File: config.mk
export PLATFORM = sky130hd
export DESIGN_NAME = cks_clock_control
export DESIGN_NICKNAME = d
export VERILOG_FILES = /design/src/inc/cks_pkg.sv /design/src/rtl/cks_clock_control.sv
export SDC_FILE = /design/constraint.sdc
export NUM_CORES = 1
export LEC_CHECK = 0
export ABC_AREA = 1
export BUFFER_PORTS_ARGS = -buffer_cell sky130_fd_sc_hd__buf_2
export CORE_MARGIN = 5
export CORE_UTILIZATION = 61
export DETAILED_ROUTE_END_ITERATION = 7
export PLACE_DENSITY = 0.85
export SETUP_SLACK_MARGIN = 0.05
export SYNTH_ARGS = -nofsm -noshare
export SYNTH_HDL_FRONTEND = slang
export SYNTH_SLANG_ARGS = --single-unit
export TNS_END_PERCENT = 5
File: constraint.sdc
create_clock -name ref_clk -period 2.8 [get_ports ref_clk]
set_input_delay 0.56 -clock ref_clk [delete_from_list [all_inputs] [get_ports ref_clk]]
set_output_delay 0.56 -clock ref_clk [all_outputs]
set_load 0.03 [all_outputs]
File: src/inc/cks_pkg.sv
// Purpose: shared constants and types for the clock synthesizer control
// Assumes: one 250 MHz reference clock, phase-accumulator output dividers
// Notes: increments give f = inc * 250 MHz / 2^16
//
// Functional notes
// - select 00 floats all outputs; 01 gives 60 MHz, 10 gives 66 MHz host
// - select 11 is test mode; outputs are fixed fractions of test clock
// - host enable synchronized; low stops host clocks, others keep running
// - host clocks stop low and restart with a full high phase
// - host clocks resume within fewer than 4 host periods of enable rise
// - bus enable synchronized; low stops bus clocks, others unaffected
// - bus clocks stop low and restart with a complete high phase
// - bus clocks resume and stop within fewer than 4 clock periods
// - enable latency is one free-running bus clock edge per transition
// - sleep request is synchronized before power-down begins
// - power-down drives all outputs low before VCOs and oscillator stop
// - both enables are ignored while power-down is asserted
// - first valid clocks appear under 3 ms after sleep release
// - power-down latency short, at most two bus clock edges
// - no partial pulses entering or leaving power-down
// - internal clocks stay stopped until sleep request is released
package cks_pkg;

    localparam int CKS_PHASE_W = 16;
    localparam int CKS_CLK_MHZ = 250;

    // output frequency increments
    localparam logic [15:0] CKS_INC_HOST60 = 16'h3d71;
    localparam logic [15:0] CKS_INC_HOST66 = 16'h4444;
    localparam logic [15:0] CKS_INC_REF = 16'h0ea9;
    localparam logic [15:0] CKS_INC_24 = 16'h1893;
    localparam logic [15:0] CKS_INC_48 = 16'h3127;

    // frequency select encodings {high, low}
    localparam logic [1:0] CKS_SEL_FLOAT = 2'h0;
    localparam logic [1:0] CKS_SEL_60 = 2'h1;
    localparam logic [1:0] CKS_SEL_66 = 2'h2;
    localparam logic [1:0] CKS_SEL_TEST = 2'h3;

    // power-up timing
    localparam int CKS_OSC_WAIT_US = 1000;
    localparam int CKS_POWERUP_MS = 3;
    localparam int CKS_OSC_WAIT_CYC = CKS_OSC_WAIT_US * CKS_CLK_MHZ;
    localparam int CKS_POWERUP_CYC = CKS_POWERUP_MS * 1000 * CKS_CLK_MHZ;
    localparam int CKS_CNT_W = 20;

    // synchronizer reset value {sleep_n, bus_en, host_en}
    localparam logic [2:0] CKS_SYNC_RST = 3'h7;

    typedef enum logic [5:0] {
        CKS_ST_RUN = 6'h01,
        CKS_ST_GATE = 6'h02,
        CKS_ST_VCO_OFF = 6'h04,
        CKS_ST_SLEEP = 6'h08,
        CKS_ST_OSC_ON = 6'h10,
        CKS_ST_VCO_ON = 6'h20
    } cks_seq_t;

    typedef struct packed {
        logic [3:0] host;
        logic [7:0] bus;
        logic [2:0] refclk;
        logic intc;
        logic c24;
        logic [1:0] c48;
    } cks_clocks_t;

    typedef struct packed {
        logic [2:0] sync1;
        logic [2:0] sync2;
        logic [15:0] acc_host;
        logic [15:0] acc_ref;
        logic [15:0] acc_24;
        logic [15:0] acc_48;
        logic raw_host;
        logic raw_bus;
        logic raw_ref;
        logic raw_24;
        logic raw_48;
        logic gate_host;
        logic gate_bus;
        logic gate_other;
        cks_seq_t seq;
        logic [19:0] cnt;
        logic osc_en;
        logic vco_en;
        logic oe_n;
        cks_clocks_t clk;
    } cks_state_t;

endpackage

File: src/rtl/cks_clock_control.sv
// Purpose: digital control of the system clock synthesizer
// Assumes: ref_clk 250 MHz; test clock sampled as a synchronous input
// Notes: the analog PLL and crystal sit outside; vco_enable and
//        osc_enable steer them, pll_locked reports lock
`timescale 1ns/1ns
module cks_clock_control
    import cks_pkg::*;
#(
    parameter int OSC_WAIT_CYC = CKS_OSC_WAIT_CYC,
    parameter int POWERUP_CYC = CKS_POWERUP_CYC
) (
    // clock and reset
    input wire logic ref_clk,
    input wire logic rst,
    // frequency select and test clock
    input wire logic freq_select_low,
    input wire logic freq_select_high,
    input wire logic test_input_clock,
    // power-management controls, asynchronous
    input wire logic host_clock_gate_enable,
    input wire logic bus_clock_gate_enable,
    input wire logic sleep_request_n,
    // analog control
    input wire logic pll_locked,
    output logic vco_enable,
    output logic osc_enable,
    // clock outputs
    output logic [3:0] host_clock_outputs,
    output logic [7:0] bus_clock_outputs,
    output logic [2:0] reference_clock_out,
    output logic interrupt_controller_clock_out,
    output logic clock_24_out,
    output logic [1:0] clock_48_out,
    output logic clock_oe_n,
    // status
    output logic sleep_active
);

    // ------------------------------------------------------------------
    // gate update
    // ------------------------------------------------------------------
    // a gate may change only while the raw clock is low, so an output
    // never loses a high phase and never starts mid-pulse
    function automatic logic gate_upd(input logic gate, input logic raw,
                                      input logic want);
        gate_upd = raw ? gate : want;
    endfunction

    cks_state_t st_reg;
    cks_state_t st_next;
    logic [1:0] sel;
    logic active;
    logic run;
    logic host_want;
    logic bus_want;
    logic [15:0] host_inc;

    // ------------------------------------------------------------------
    // next state
    // ------------------------------------------------------------------
    always_comb begin
        st_next = st_reg;
        sel = {freq_select_high, freq_select_low};
        active = (sel != CKS_SEL_FLOAT);
        run = (st_reg.seq == CKS_ST_RUN);
        host_inc = (sel == CKS_SEL_66) ? CKS_INC_HOST66 : CKS_INC_HOST60;

        // two-flop synchronizers for the asynchronous controls
        st_next.sync1 = {sleep_request_n, bus_clock_gate_enable,
                         host_clock_gate_enable};
        st_next.sync2 = st_reg.sync1;

        // enables count only while running, power-down overrides them
        host_want = run && active && st_reg.sync2[0];
        bus_want = run && active && st_reg.sync2[1];

        // output dividers
        if (!st_reg.osc_en) begin
            // oscillator off: no internal clock runs at all
            st_next.acc_host = '0;
            st_next.acc_ref = '0;
            st_next.acc_24 = '0;
            st_next.acc_48 = '0;
            st_next.raw_host = 1'b0;
            st_next.raw_ref = 1'b0;
            st_next.raw_24 = 1'b0;
            st_next.raw_48 = 1'b0;
        end else if (sel == CKS_SEL_TEST) begin
            // test clock overdrives the crystal; reference runs at its rate
            st_next.raw_ref = test_input_clock;
            if (test_input_clock && !st_reg.raw_ref) begin
                st_next.raw_host = ~st_reg.raw_host;
            end
        end else begin
            st_next.acc_ref = st_reg.acc_ref + CKS_INC_REF;
            st_next.raw_ref = st_next.acc_ref[CKS_PHASE_W-1];
            if (st_reg.vco_en) begin
                st_next.acc_host = st_reg.acc_host + host_inc;
                st_next.acc_24 = st_reg.acc_24 + CKS_INC_24;
                st_next.acc_48 = st_reg.acc_48 + CKS_INC_48;
                st_next.raw_host = st_next.acc_host[CKS_PHASE_W-1];
                st_next.raw_24 = st_next.acc_24[CKS_PHASE_W-1];
                st_next.raw_48 = st_next.acc_48[CKS_PHASE_W-1];
            end else begin
                st_next.raw_host = 1'b0;
                st_next.raw_24 = 1'b0;
                st_next.raw_48 = 1'b0;
            end
        end

        // bus clock is host/2, toggled on each host rise
        if (!st_reg.osc_en) begin
            st_next.raw_bus = 1'b0;
        end else if (st_next.raw_host && !st_reg.raw_host) begin
            st_next.raw_bus = ~st_reg.raw_bus;
        end
        if (st_reg.osc_en && sel == CKS_SEL_TEST) begin
            st_next.raw_48 = st_next.raw_host;
            st_next.raw_24 = st_next.raw_bus;
        end

        // glitch-free gates
        st_next.gate_host = gate_upd(st_reg.gate_host, st_next.raw_host,
                                     host_want);
        st_next.gate_bus = gate_upd(st_reg.gate_bus, st_next.raw_bus,
                                    bus_want);
        st_next.gate_other = gate_upd(st_reg.gate_other,
                                      st_next.raw_ref | st_next.raw_24 |
                                      st_next.raw_48,
                                      run && active);

        // registered outputs
        st_next.oe_n = (sel == CKS_SEL_FLOAT);
        st_next.clk.host = {4{st_next.raw_host & st_next.gate_host}};
        st_next.clk.bus = {8{st_next.raw_bus & st_next.gate_bus}};
        st_next.clk.refclk = {3{st_next.raw_ref & st_next.gate_other}};
        st_next.clk.intc = st_next.raw_ref & st_next.gate_other;
        st_next.clk.c24 = st_next.raw_24 & st_next.gate_other;
        st_next.clk.c48 = {2{st_next.raw_48 & st_next.gate_other}};

        // power-down sequencer
        case (st_reg.seq)
            CKS_ST_RUN: begin
                if (!st_reg.sync2[2]) begin
                    st_next.seq = CKS_ST_GATE;
                end
            end
            CKS_ST_GATE: begin
                // wait until every output has settled low
                if (!st_reg.gate_host && !st_reg.gate_bus &&
                    !st_reg.gate_other) begin
                    st_next.seq = CKS_ST_VCO_OFF;
                    st_next.vco_en = 1'b0;
                end
            end
            CKS_ST_VCO_OFF: begin
                st_next.seq = CKS_ST_SLEEP;
                st_next.osc_en = 1'b0;
            end
            CKS_ST_SLEEP: begin
                if (st_reg.sync2[2]) begin
                    st_next.seq = CKS_ST_OSC_ON;
                    st_next.osc_en = 1'b1;
                    st_next.cnt = '0;
                end
            end
            CKS_ST_OSC_ON: begin
                st_next.cnt = st_reg.cnt + 20'h1;
                if (st_reg.cnt == CKS_CNT_W'(OSC_WAIT_CYC - 1)) begin
                    st_next.seq = CKS_ST_VCO_ON;
                    st_next.vco_en = 1'b1;
                end
            end
            CKS_ST_VCO_ON: begin
                // lock ends the wait; the limit keeps wake under 3 ms
                st_next.cnt = st_reg.cnt + 20'h1;
                if (pll_locked ||
                    st_reg.cnt == CKS_CNT_W'(POWERUP_CYC - 1)) begin
                    st_next.seq = CKS_ST_RUN;
                end
            end
            default: begin
                st_next.seq = CKS_ST_RUN;
                st_next.osc_en = 1'b1;
                st_next.vco_en = 1'b1;
            end
        endcase
    end

    // ------------------------------------------------------------------
    // state register
    // ------------------------------------------------------------------
    always_ff @(posedge ref_clk) begin
        if (rst) begin
            st_reg <= '0;
            st_reg.sync1 <= CKS_SYNC_RST;
            st_reg.sync2 <= CKS_SYNC_RST;
            st_reg.seq <= CKS_ST_RUN;
            st_reg.osc_en <= 1'b1;
            st_reg.vco_en <= 1'b1;
            st_reg.oe_n <= 1'b1;
        end else begin
            st_reg <= st_next;
        end
    end

    assign vco_enable = st_reg.vco_en;
    assign osc_enable = st_reg.osc_en;
    assign host_clock_outputs = st_reg.clk.host;
    assign bus_clock_outputs = st_reg.clk.bus;
    assign reference_clock_out = st_reg.clk.refclk;
    assign interrupt_controller_clock_out = st_reg.clk.intc;
    assign clock_24_out = st_reg.clk.c24;
    assign clock_48_out = st_reg.clk.c48;
    assign clock_oe_n = st_reg.oe_n;
    assign sleep_active = st_reg.seq[3];

    // ------------------------------------------------------------------
    // checks
    // ------------------------------------------------------------------
    host_full_high_a: assert property (@(posedge ref_clk) disable iff (rst)
        $rose(st_reg.clk.host[0]) |-> $rose(st_reg.raw_host))
        else $error("host clock rose mid-pulse");

    bus_full_high_a: assert property (@(posedge ref_clk) disable iff (rst)
        $rose(st_reg.clk.bus[0]) |-> $rose(st_reg.raw_bus))
        else $error("bus clock rose mid-pulse");

    host_stop_lat_a: assert property (@(posedge ref_clk) disable iff (rst)
        (st_reg.sync2[0] == 1'b0 && st_reg.osc_en && !st_reg.raw_host)
        |=> !st_reg.gate_host)
        else $error("host gate not closed in low phase");

    bus_stop_lat_a: assert property (@(posedge ref_clk) disable iff (rst)
        $fell(st_reg.sync2[1]) |-> ##[1:20] !st_reg.clk.bus[0])
        else $error("bus clocks not stopped in time");

    float_mode_a: assert property (@(posedge ref_clk) disable iff (rst)
        (!freq_select_low && !freq_select_high) |=> st_reg.oe_n)
        else $error("outputs driven in float mode");

    sleep_low_a: assert property (@(posedge ref_clk) disable iff (rst)
        (st_reg.seq == CKS_ST_SLEEP) |-> (st_reg.clk == '0))
        else $error("clock output high while asleep");

    pd_ignore_en_a: assert property (@(posedge ref_clk) disable iff (rst)
        (st_reg.seq != CKS_ST_RUN) |=> !$rose(st_reg.gate_host) &&
        !$rose(st_reg.gate_bus))
        else $error("enable honoured during power-down");

    pd_entry_a: assert property (@(posedge ref_clk) disable iff (rst)
        (st_reg.seq == CKS_ST_RUN && !st_reg.sync2[2])
        |=> st_reg.seq == CKS_ST_GATE)
        else $error("power-down not started");

    stop_order_a: assert property (@(posedge ref_clk) disable iff (rst)
        $fell(st_reg.osc_en) |-> !st_reg.vco_en && $past(!st_reg.vco_en))
        else $error("oscillator stopped before VCOs");

    sleep_hold_a: assert property (@(posedge ref_clk) disable iff (rst)
        (st_reg.seq == CKS_ST_SLEEP && !st_reg.sync2[2])
        |=> st_reg.seq == CKS_ST_SLEEP && !st_reg.osc_en)
        else $error("woke without release");

    wake_bound_a: assert property (@(posedge ref_clk) disable iff (rst)
        (st_reg.seq == CKS_ST_VCO_ON)
        |-> st_reg.cnt < CKS_CNT_W'(POWERUP_CYC))
        else $error("power-up wait too long");

endmodule // cks_clock_control

==> summary.txt, run 1 <==
Finish
  – Layout cells sized above 1: 12.6%
  – Reg area: between 2000 and 2500 um^2
  – Max reg flops: 95
  – Final nets: 830
  – Ant. Diodes: 0
  – Fillers: roughly 780
  – Area growth syn-to-layout: 5.90%
  – Area of the multi-input gates: between 2000 and 3000 um^2
  – Finished Core Util: 65.3%

Placement
  – DP Wirelength: about 8300 um
  – Routability cong.: 0.892
  – Buffers on Ports: 31

Synth
  – Most used flip-flop cell after synthesis: dfxtp_1
  – Post-synth top area share: 39.2%
  – Mapped Cells: around 800
  – Number of flops mapped to enable cells by yosys: 0
  – Top-count cell post-synth: nand2_1
  – Async SR Flop Fraction: 0%
  – Mean Syn Cell Area: 7.01 um^2
  – Sequential share of the synthesized area: 39.2%
  – YS warnings: 0
  – Seq cells post-synth: between 100 and 150
  – Synth cell count leaders: nand2_1 (115), inv_1 (112), dfxtp_1 (110), a21oi_1 (90), nor2_1 (89)
  – Synth area leader: dfxtp_1
  – Library cells used by synthesis: between 40 and 50
  – Mapped Area: approximately 5600 um^2
  – Synth top area cells: dfxtp_1 (39%), a21oi_1 (8.0%), nand2_1 (7.7%)
  – Mapped Nets: 819

Clock network
  – Setup Buffers After CTS: 0
  – Clock transition at path regs: ~110 ps
  – Root buf cell: clkbuf_8
  – H-tree depth: 3
  – Num CTS Buffers: 9
  – Post-CTS Resized: 0
  – Clk_lat worst skew: roughly 370 ps
  – # hold bufs at CTS: 0
  – CTS tree: yes
  – Max clock buf depth: 2
  – Clk sinks: between 100 and 150

GRT
  – Total grt overflow: 0
  – First-pass GRT wire length: 20800 um
  – Largest net degree at the start of global routing: 43
  – Total track usage: 21.7%
  – Vias in the first global route: 4999
  – Initial antenna violation count: 0

Detailed routing
  – Vias per inst: between 5 and 6
  – Drt initial violations: about 300
  – Vias: slightly above 5000
  – WL/cell: ~13 um
  – Number of routed nets with antenna violations: 0
  – Final wirelength: 11900 um
  – # DRC: 0
  – Drt first pass iters: 5

STA
  – Unrepaired setup endpoints after global routing: false
  – Final hold violations: 0
  – Share of the clock period used by the worst path: between 80% and 90%
  – Fin crit period: ~2500 ps
  – Final setup vio count: 0
  – Setup tns final: 0 ps
  – Fmax: ~410 MHz
  – Layout Skew: 8.25 ps
  – Fin. max-slew vios: 0
  – Worst-Margin Slew: 556 ps
  – Max_slew headroom: a little over three fifths

Die
  – Die ar.: around 11000 um^2
  – Area of the core: between 9000 and 10000 um^2
  – I/O pin count: 32
  – Die Span Y: roughly 110 um
  – Die Wd: 106 um
  – Initial Util: between 60% and 70%
  – Row count: 35

Min path
  – Hold endpoint: st_next[121]
  – Hold depth: 2
  – Worst hold path class: in -> reg
  – HP Start: bus_clock_gate_enable

Power
  – Comb pwr share: 39.1%
  – P_sw: 2.24 mW
  – VDD IR-drop max: 404 uV
  – Pwr dens: around 900 nW/um^2
  – Clock power frac: roughly 18%
  – P_int: ~3 mW
  – Leakage: 2.65 nW
  – Switching part of the total: ~43%
  – Sequential power share: between 40% and 50%

Critical path
  – Critical-path maximum fanout: 11
  – Crit path required time: around 3000 ps
  – Critical path class: in -> reg
  – Reg2reg start: st_reg[109]
  – Worst R2R Path Depth: 17
  – Startpoint Class: primary input
  – WP data arrival: about 2700 ps
  – CP endpoint kind: register
  – Reg2reg setup slack: ~600 ps

Run
  – MaxCap Viol Count: 0

Run status
  – Outcome: finished clean
[layer usage]
metal  wire length, um  track usage [%]  vias up
met5                 0                0        -
met4               315             9.62        0
met3               496             4.13       37
met2              5950             39.2      143
met1              5150             24.7     2339
li1                  -                -     2645
[area by class of cell]
class	instances	share of cell area, %
Inverter	118	7.44
Clock inverter	7	1.09
Sequential cell	110	37.0
Clock buffer	9	2.08
Multi-Input combinational cell	535	46.4
Timing Repair Buffer	39	3.62
Tap cell	111	2.33
[power groups by stage]
stage	Clock (mW)	Combinational, mW	Sequential [mW]
after global placement	0	1.90	2.25
after CTS	0.950	2.03	2.24
after detailed placement	0	2.00	2.27
after floorplan	0	1.61	2.22
after global routing	1.02	2.33	2.29
final	0.937	2.04	2.25
[critical path, stage by stage]
cell	delay, ps
buf_2	130
inv_2	120
nand2_4	120
ha_1	350
inv_1	70
nor2_1	160
nand2_1	90
nor2_1	100
nand2_1	70
nand3_1	80
nand3_2	90
nand2_2	110
nand2_1	70
nand2_1	120
nand4_2	120
nand3_1	110
nand2_1	70
nand2_1	100
nor2_1	50
[through the flow]
step	hold WS [ps]	worst slack (ps)	cell area, um^2	cells	power (mW)
final	375	341	5950	929	5.23
after global routing	351	122	5950	929	5.64
after CTS	367	384	5950	929	5.21
after detailed placement	397	37.8	5760	913	4.27
after global placement	395	199	5760	913	4.15
after floorplan	389	433	5620	802	3.84
[layout by cell type, fill, tap and decap left out, drive strengths merged]
cell / count
o2111ai: 1
nor3: 35
clkbuf: 9
inv: 122
ha: 8
a21boi: 2
o22ai: 2
buf: 39
o211ai: 3
or2: 8
o21ai: 67
a31oi: 4
nor4: 9
nor2: 100
o31ai: 2
a311o: 1
xnor2: 2
nand4: 13
clkinv: 3
nand3b: 2
a41oi: 1
nand3: 41
o221ai: 2
dfxtp: 110
xor2: 7
and3: 6
a211oi: 1
nand2: 123
o21a: 3
a21oi: 91
nor3b: 1
[worst max-delay path by stage]
stage                           from  endpoint  slack, ps  depth (start not counted)
detailed placement   freq_select_low  register         40                         19
global placement     freq_select_low  register        200                         19
global route         freq_select_low  register        120                         19
CTS                  freq_select_low  register        380                         19
finish               freq_select_low  register        340                         19
floorplan           freq_select_high  register        430                         18
[cells by family after synthesis]
group	after synthesis	synth area share (%)
xor gates and xnor gates	9	1.40
AOI/OAI and AO/OA	180	17.1
and+or+nand+nor	338	28.8
DFF	110	39.2
adders and majority gates	8	1.78
buffers and inverters	157	11.7
Note: power is estimated with default switching activity, not from simulation.
==> inputs of run 2 (changes only) <==
Settings changed: CORE_UTILIZATION 61 to 50, PLACE_DENSITY 0.85 to 0.72.
==> summary.txt, run 2 (synthesis results as in run 1) <==
Run status
  – Outcome: finished clean

Run
  – MaxCap Viol Count: 0 (unchanged)

GRT
  – Met1 usage in global routing: 23.9% (-0.83 points)
  – Top Usage Layer GRT: met2
  – Largest net degree at the start of global routing: 43 (unchanged)
  – Total grt overflow: 0 (unchanged)
  – Met2 track utilization from global routing: 30.2% (-9.0 points)
  – First-pass GRT wire length: 20600 um (-0.90%)
  – Total track usage: 18.6% (-3.1 points)
  – GR met3 Demand/Resource: 4.23% (+0.10 points)
  – Initial antenna violation count: 0 (unchanged)
  – Vias in the first global route: 4746 (-5.1%)

STA
  – Final setup vio count: 0 (unchanged)
  – Fin crit period: 2440 ps (-14.5 ps)
  – Fmax: 409 MHz (+0.59%)
  – Unrepaired setup endpoints after global routing: false
  – Setup tns final: 0 ps (unchanged)
  – Final hold violations: 0 (unchanged)
  – Max_slew headroom: 58.1% (-4.8 points)
  – Fin. max-slew vios: 0 (unchanged)
  – Worst-Margin Slew: 628 ps (+72.5 ps)
  – Share of the clock period used by the worst path: 87.3% (-0.52 points)
  – Layout Skew: 12.6 ps (+4.33 ps)

Clock network
  – Num CTS Buffers: 9 (unchanged)
  – Setup Buffers After CTS: 0 (unchanged)
  – Max clock buf depth: 2 (unchanged)
  – H-tree depth: 3 (unchanged)
  – Root buf cell: clkbuf_16
  – Clk sinks: 110 (unchanged)
  – Clock transition at path regs: 90 ps (-20 ps)
  – Clk_lat worst skew: 360 ps (about the same)
  – # hold bufs at CTS: 0 (unchanged)
  – CTS tree: yes
  – Post-CTS Resized: 0 (unchanged)

Detailed routing
  – Drt initial violations: 490 (+66%)
  – Vias per inst: 5.32 (-4.4%)
  – Number of routed nets with antenna violations: 0 (unchanged)
  – WL/cell: 12.5 um (-2.8%)
  – Vias: 5092 (-1.4%)
  – # DRC: 0 (unchanged)
  – Final wirelength: 11900 um (+0.27%)
  – Drt first pass iters: 5 (unchanged)

Power
  – Pwr dens: 909 nW/um^2 (+3.5%)
  – Leakage: 2.70 nW (+2.0%)
  – Total power: 5.56 mW (+6.3%)
  – VDD IR-drop max: 628 uV (+55%)

Finish
  – Layout cells sized above 1: 12.6% (unchanged)
  – Area growth syn-to-layout: 8.77%
  – Reg area: 2200 um^2 (unchanged)
  – Max reg flops: 95 (unchanged)
  – Ant. Diodes: 0 (unchanged)
  – Final nets: 830 (unchanged)
  – Fillers: 1041 (+34%)
  – Area of the multi-input gates: 2760 um^2 (unchanged)
  – Highest-count cells in the layout ignoring fill and taps: nand2_1 (115), inv_1 (112), dfxtp_1 (110), a21oi_1 (90), nor2_1 (87)
  – Cell Count, Final, Fillers Out: 958 (+3.1%)
  – Finished Core Util: 55.9% (-9.4 points)
  – Most common cell after layout, fill and taps aside: nand2_1

Critical path
  – Startpoint Class: primary input
  – Critical-path maximum fanout: 11 (unchanged)
  – CP endpoint kind: register
  – Reg2reg setup slack: 610 ps (+20 ps)
  – Critical path class: in -> reg
  – Crit path required time: 3030 ps (-30 ps)
  – WP data arrival: 2680 ps (-40 ps)

Min path
  – Worst hold path class: in -> reg

Die
  – Row count: 38 (+8.6%)
  – Die Span Y: 116 um (+9.5%)
  – Initial Util: 51.4% (-10 points)
  – Die ar.: 13500 um^2 (+20%)
  – Die Wd: 116 um (+9.5%)
  – I/O pin count: 32 (unchanged)
  – Area of the core: 10900 um^2 (+20%)

Placement
  – DP Wirelength: 8780 um (+5.2%)
  – DP Cell Count: 942 (+3.2%)
  – Routability cong.: 0.918 (+2.9%)
  – Buffers on Ports: 31 (unchanged)
[run 2: cell types whose count changed in the layout (fill, tap and decap cells not counted)]
cell,previous run,this run
clkinv_2,1,0
clkinv_8,0,3
inv_8,3,2
clkbuf_16,0,9
clkinv_4,2,1
clkbuf_8,9,0
[run 2: path summary, 6_finish.rpt]
path | cells past startpoint | start | to
max | 20 | freq_select_low | register
min | 2 | sleep_request_n | st_next[122]
max reg2reg | 17 | st_reg[109] | register
min reg2reg | 1 | st_next[122] | st_reg[122]
[run 2: report_power, final]
part           switching [mW]  internal, mW
sequential              0.304          1.95
clock                   0.654         0.644
combinational            1.32         0.688
total                    2.28          3.28
[run 2: area by class of cell]
class	instances	share of cell area, %
inverters	118	7.25
repair buffers	39	3.52
flip-flops and latches	110	36.0
multi-input cells	535	45.2
clock inverters	7	1.45
clock buffers	9	3.68
well taps	140	2.87
[run 2: per-stage QoR]
step           hold WS, ps  area, um^2  worst slack, ps
3_5_place_dp           394        5800             42.6
6_report               380        6110              355
4_1_cts                366        6110              405
5_1_grt                368        6110              149
3_3_place_gp           391        5800              190
2_1_floorplan          389        5620              433
[run 2: worst max-delay path: stages]
cell	delay [ps]
buf_2	130
inv_2	120
nand2_4	120
ha_1	360
nand3_1	130
nand2_1	60
inv_1	60
nand2_1	120
nand2_1	120
nand2_1	60
nand2_1	70
nand3_2	80
nand2_2	110
nand2_1	60
nand2_1	110
nand4_2	120
nand3_1	100
nand2_1	50
nand2_1	90
nor2_1	50
[run 2: metal layers]
metal	wire, um	up-vias
li1	-	2653
met1	5760	2322
met2	5530	98
met3	459	19
met4	185	0
met5	0	-
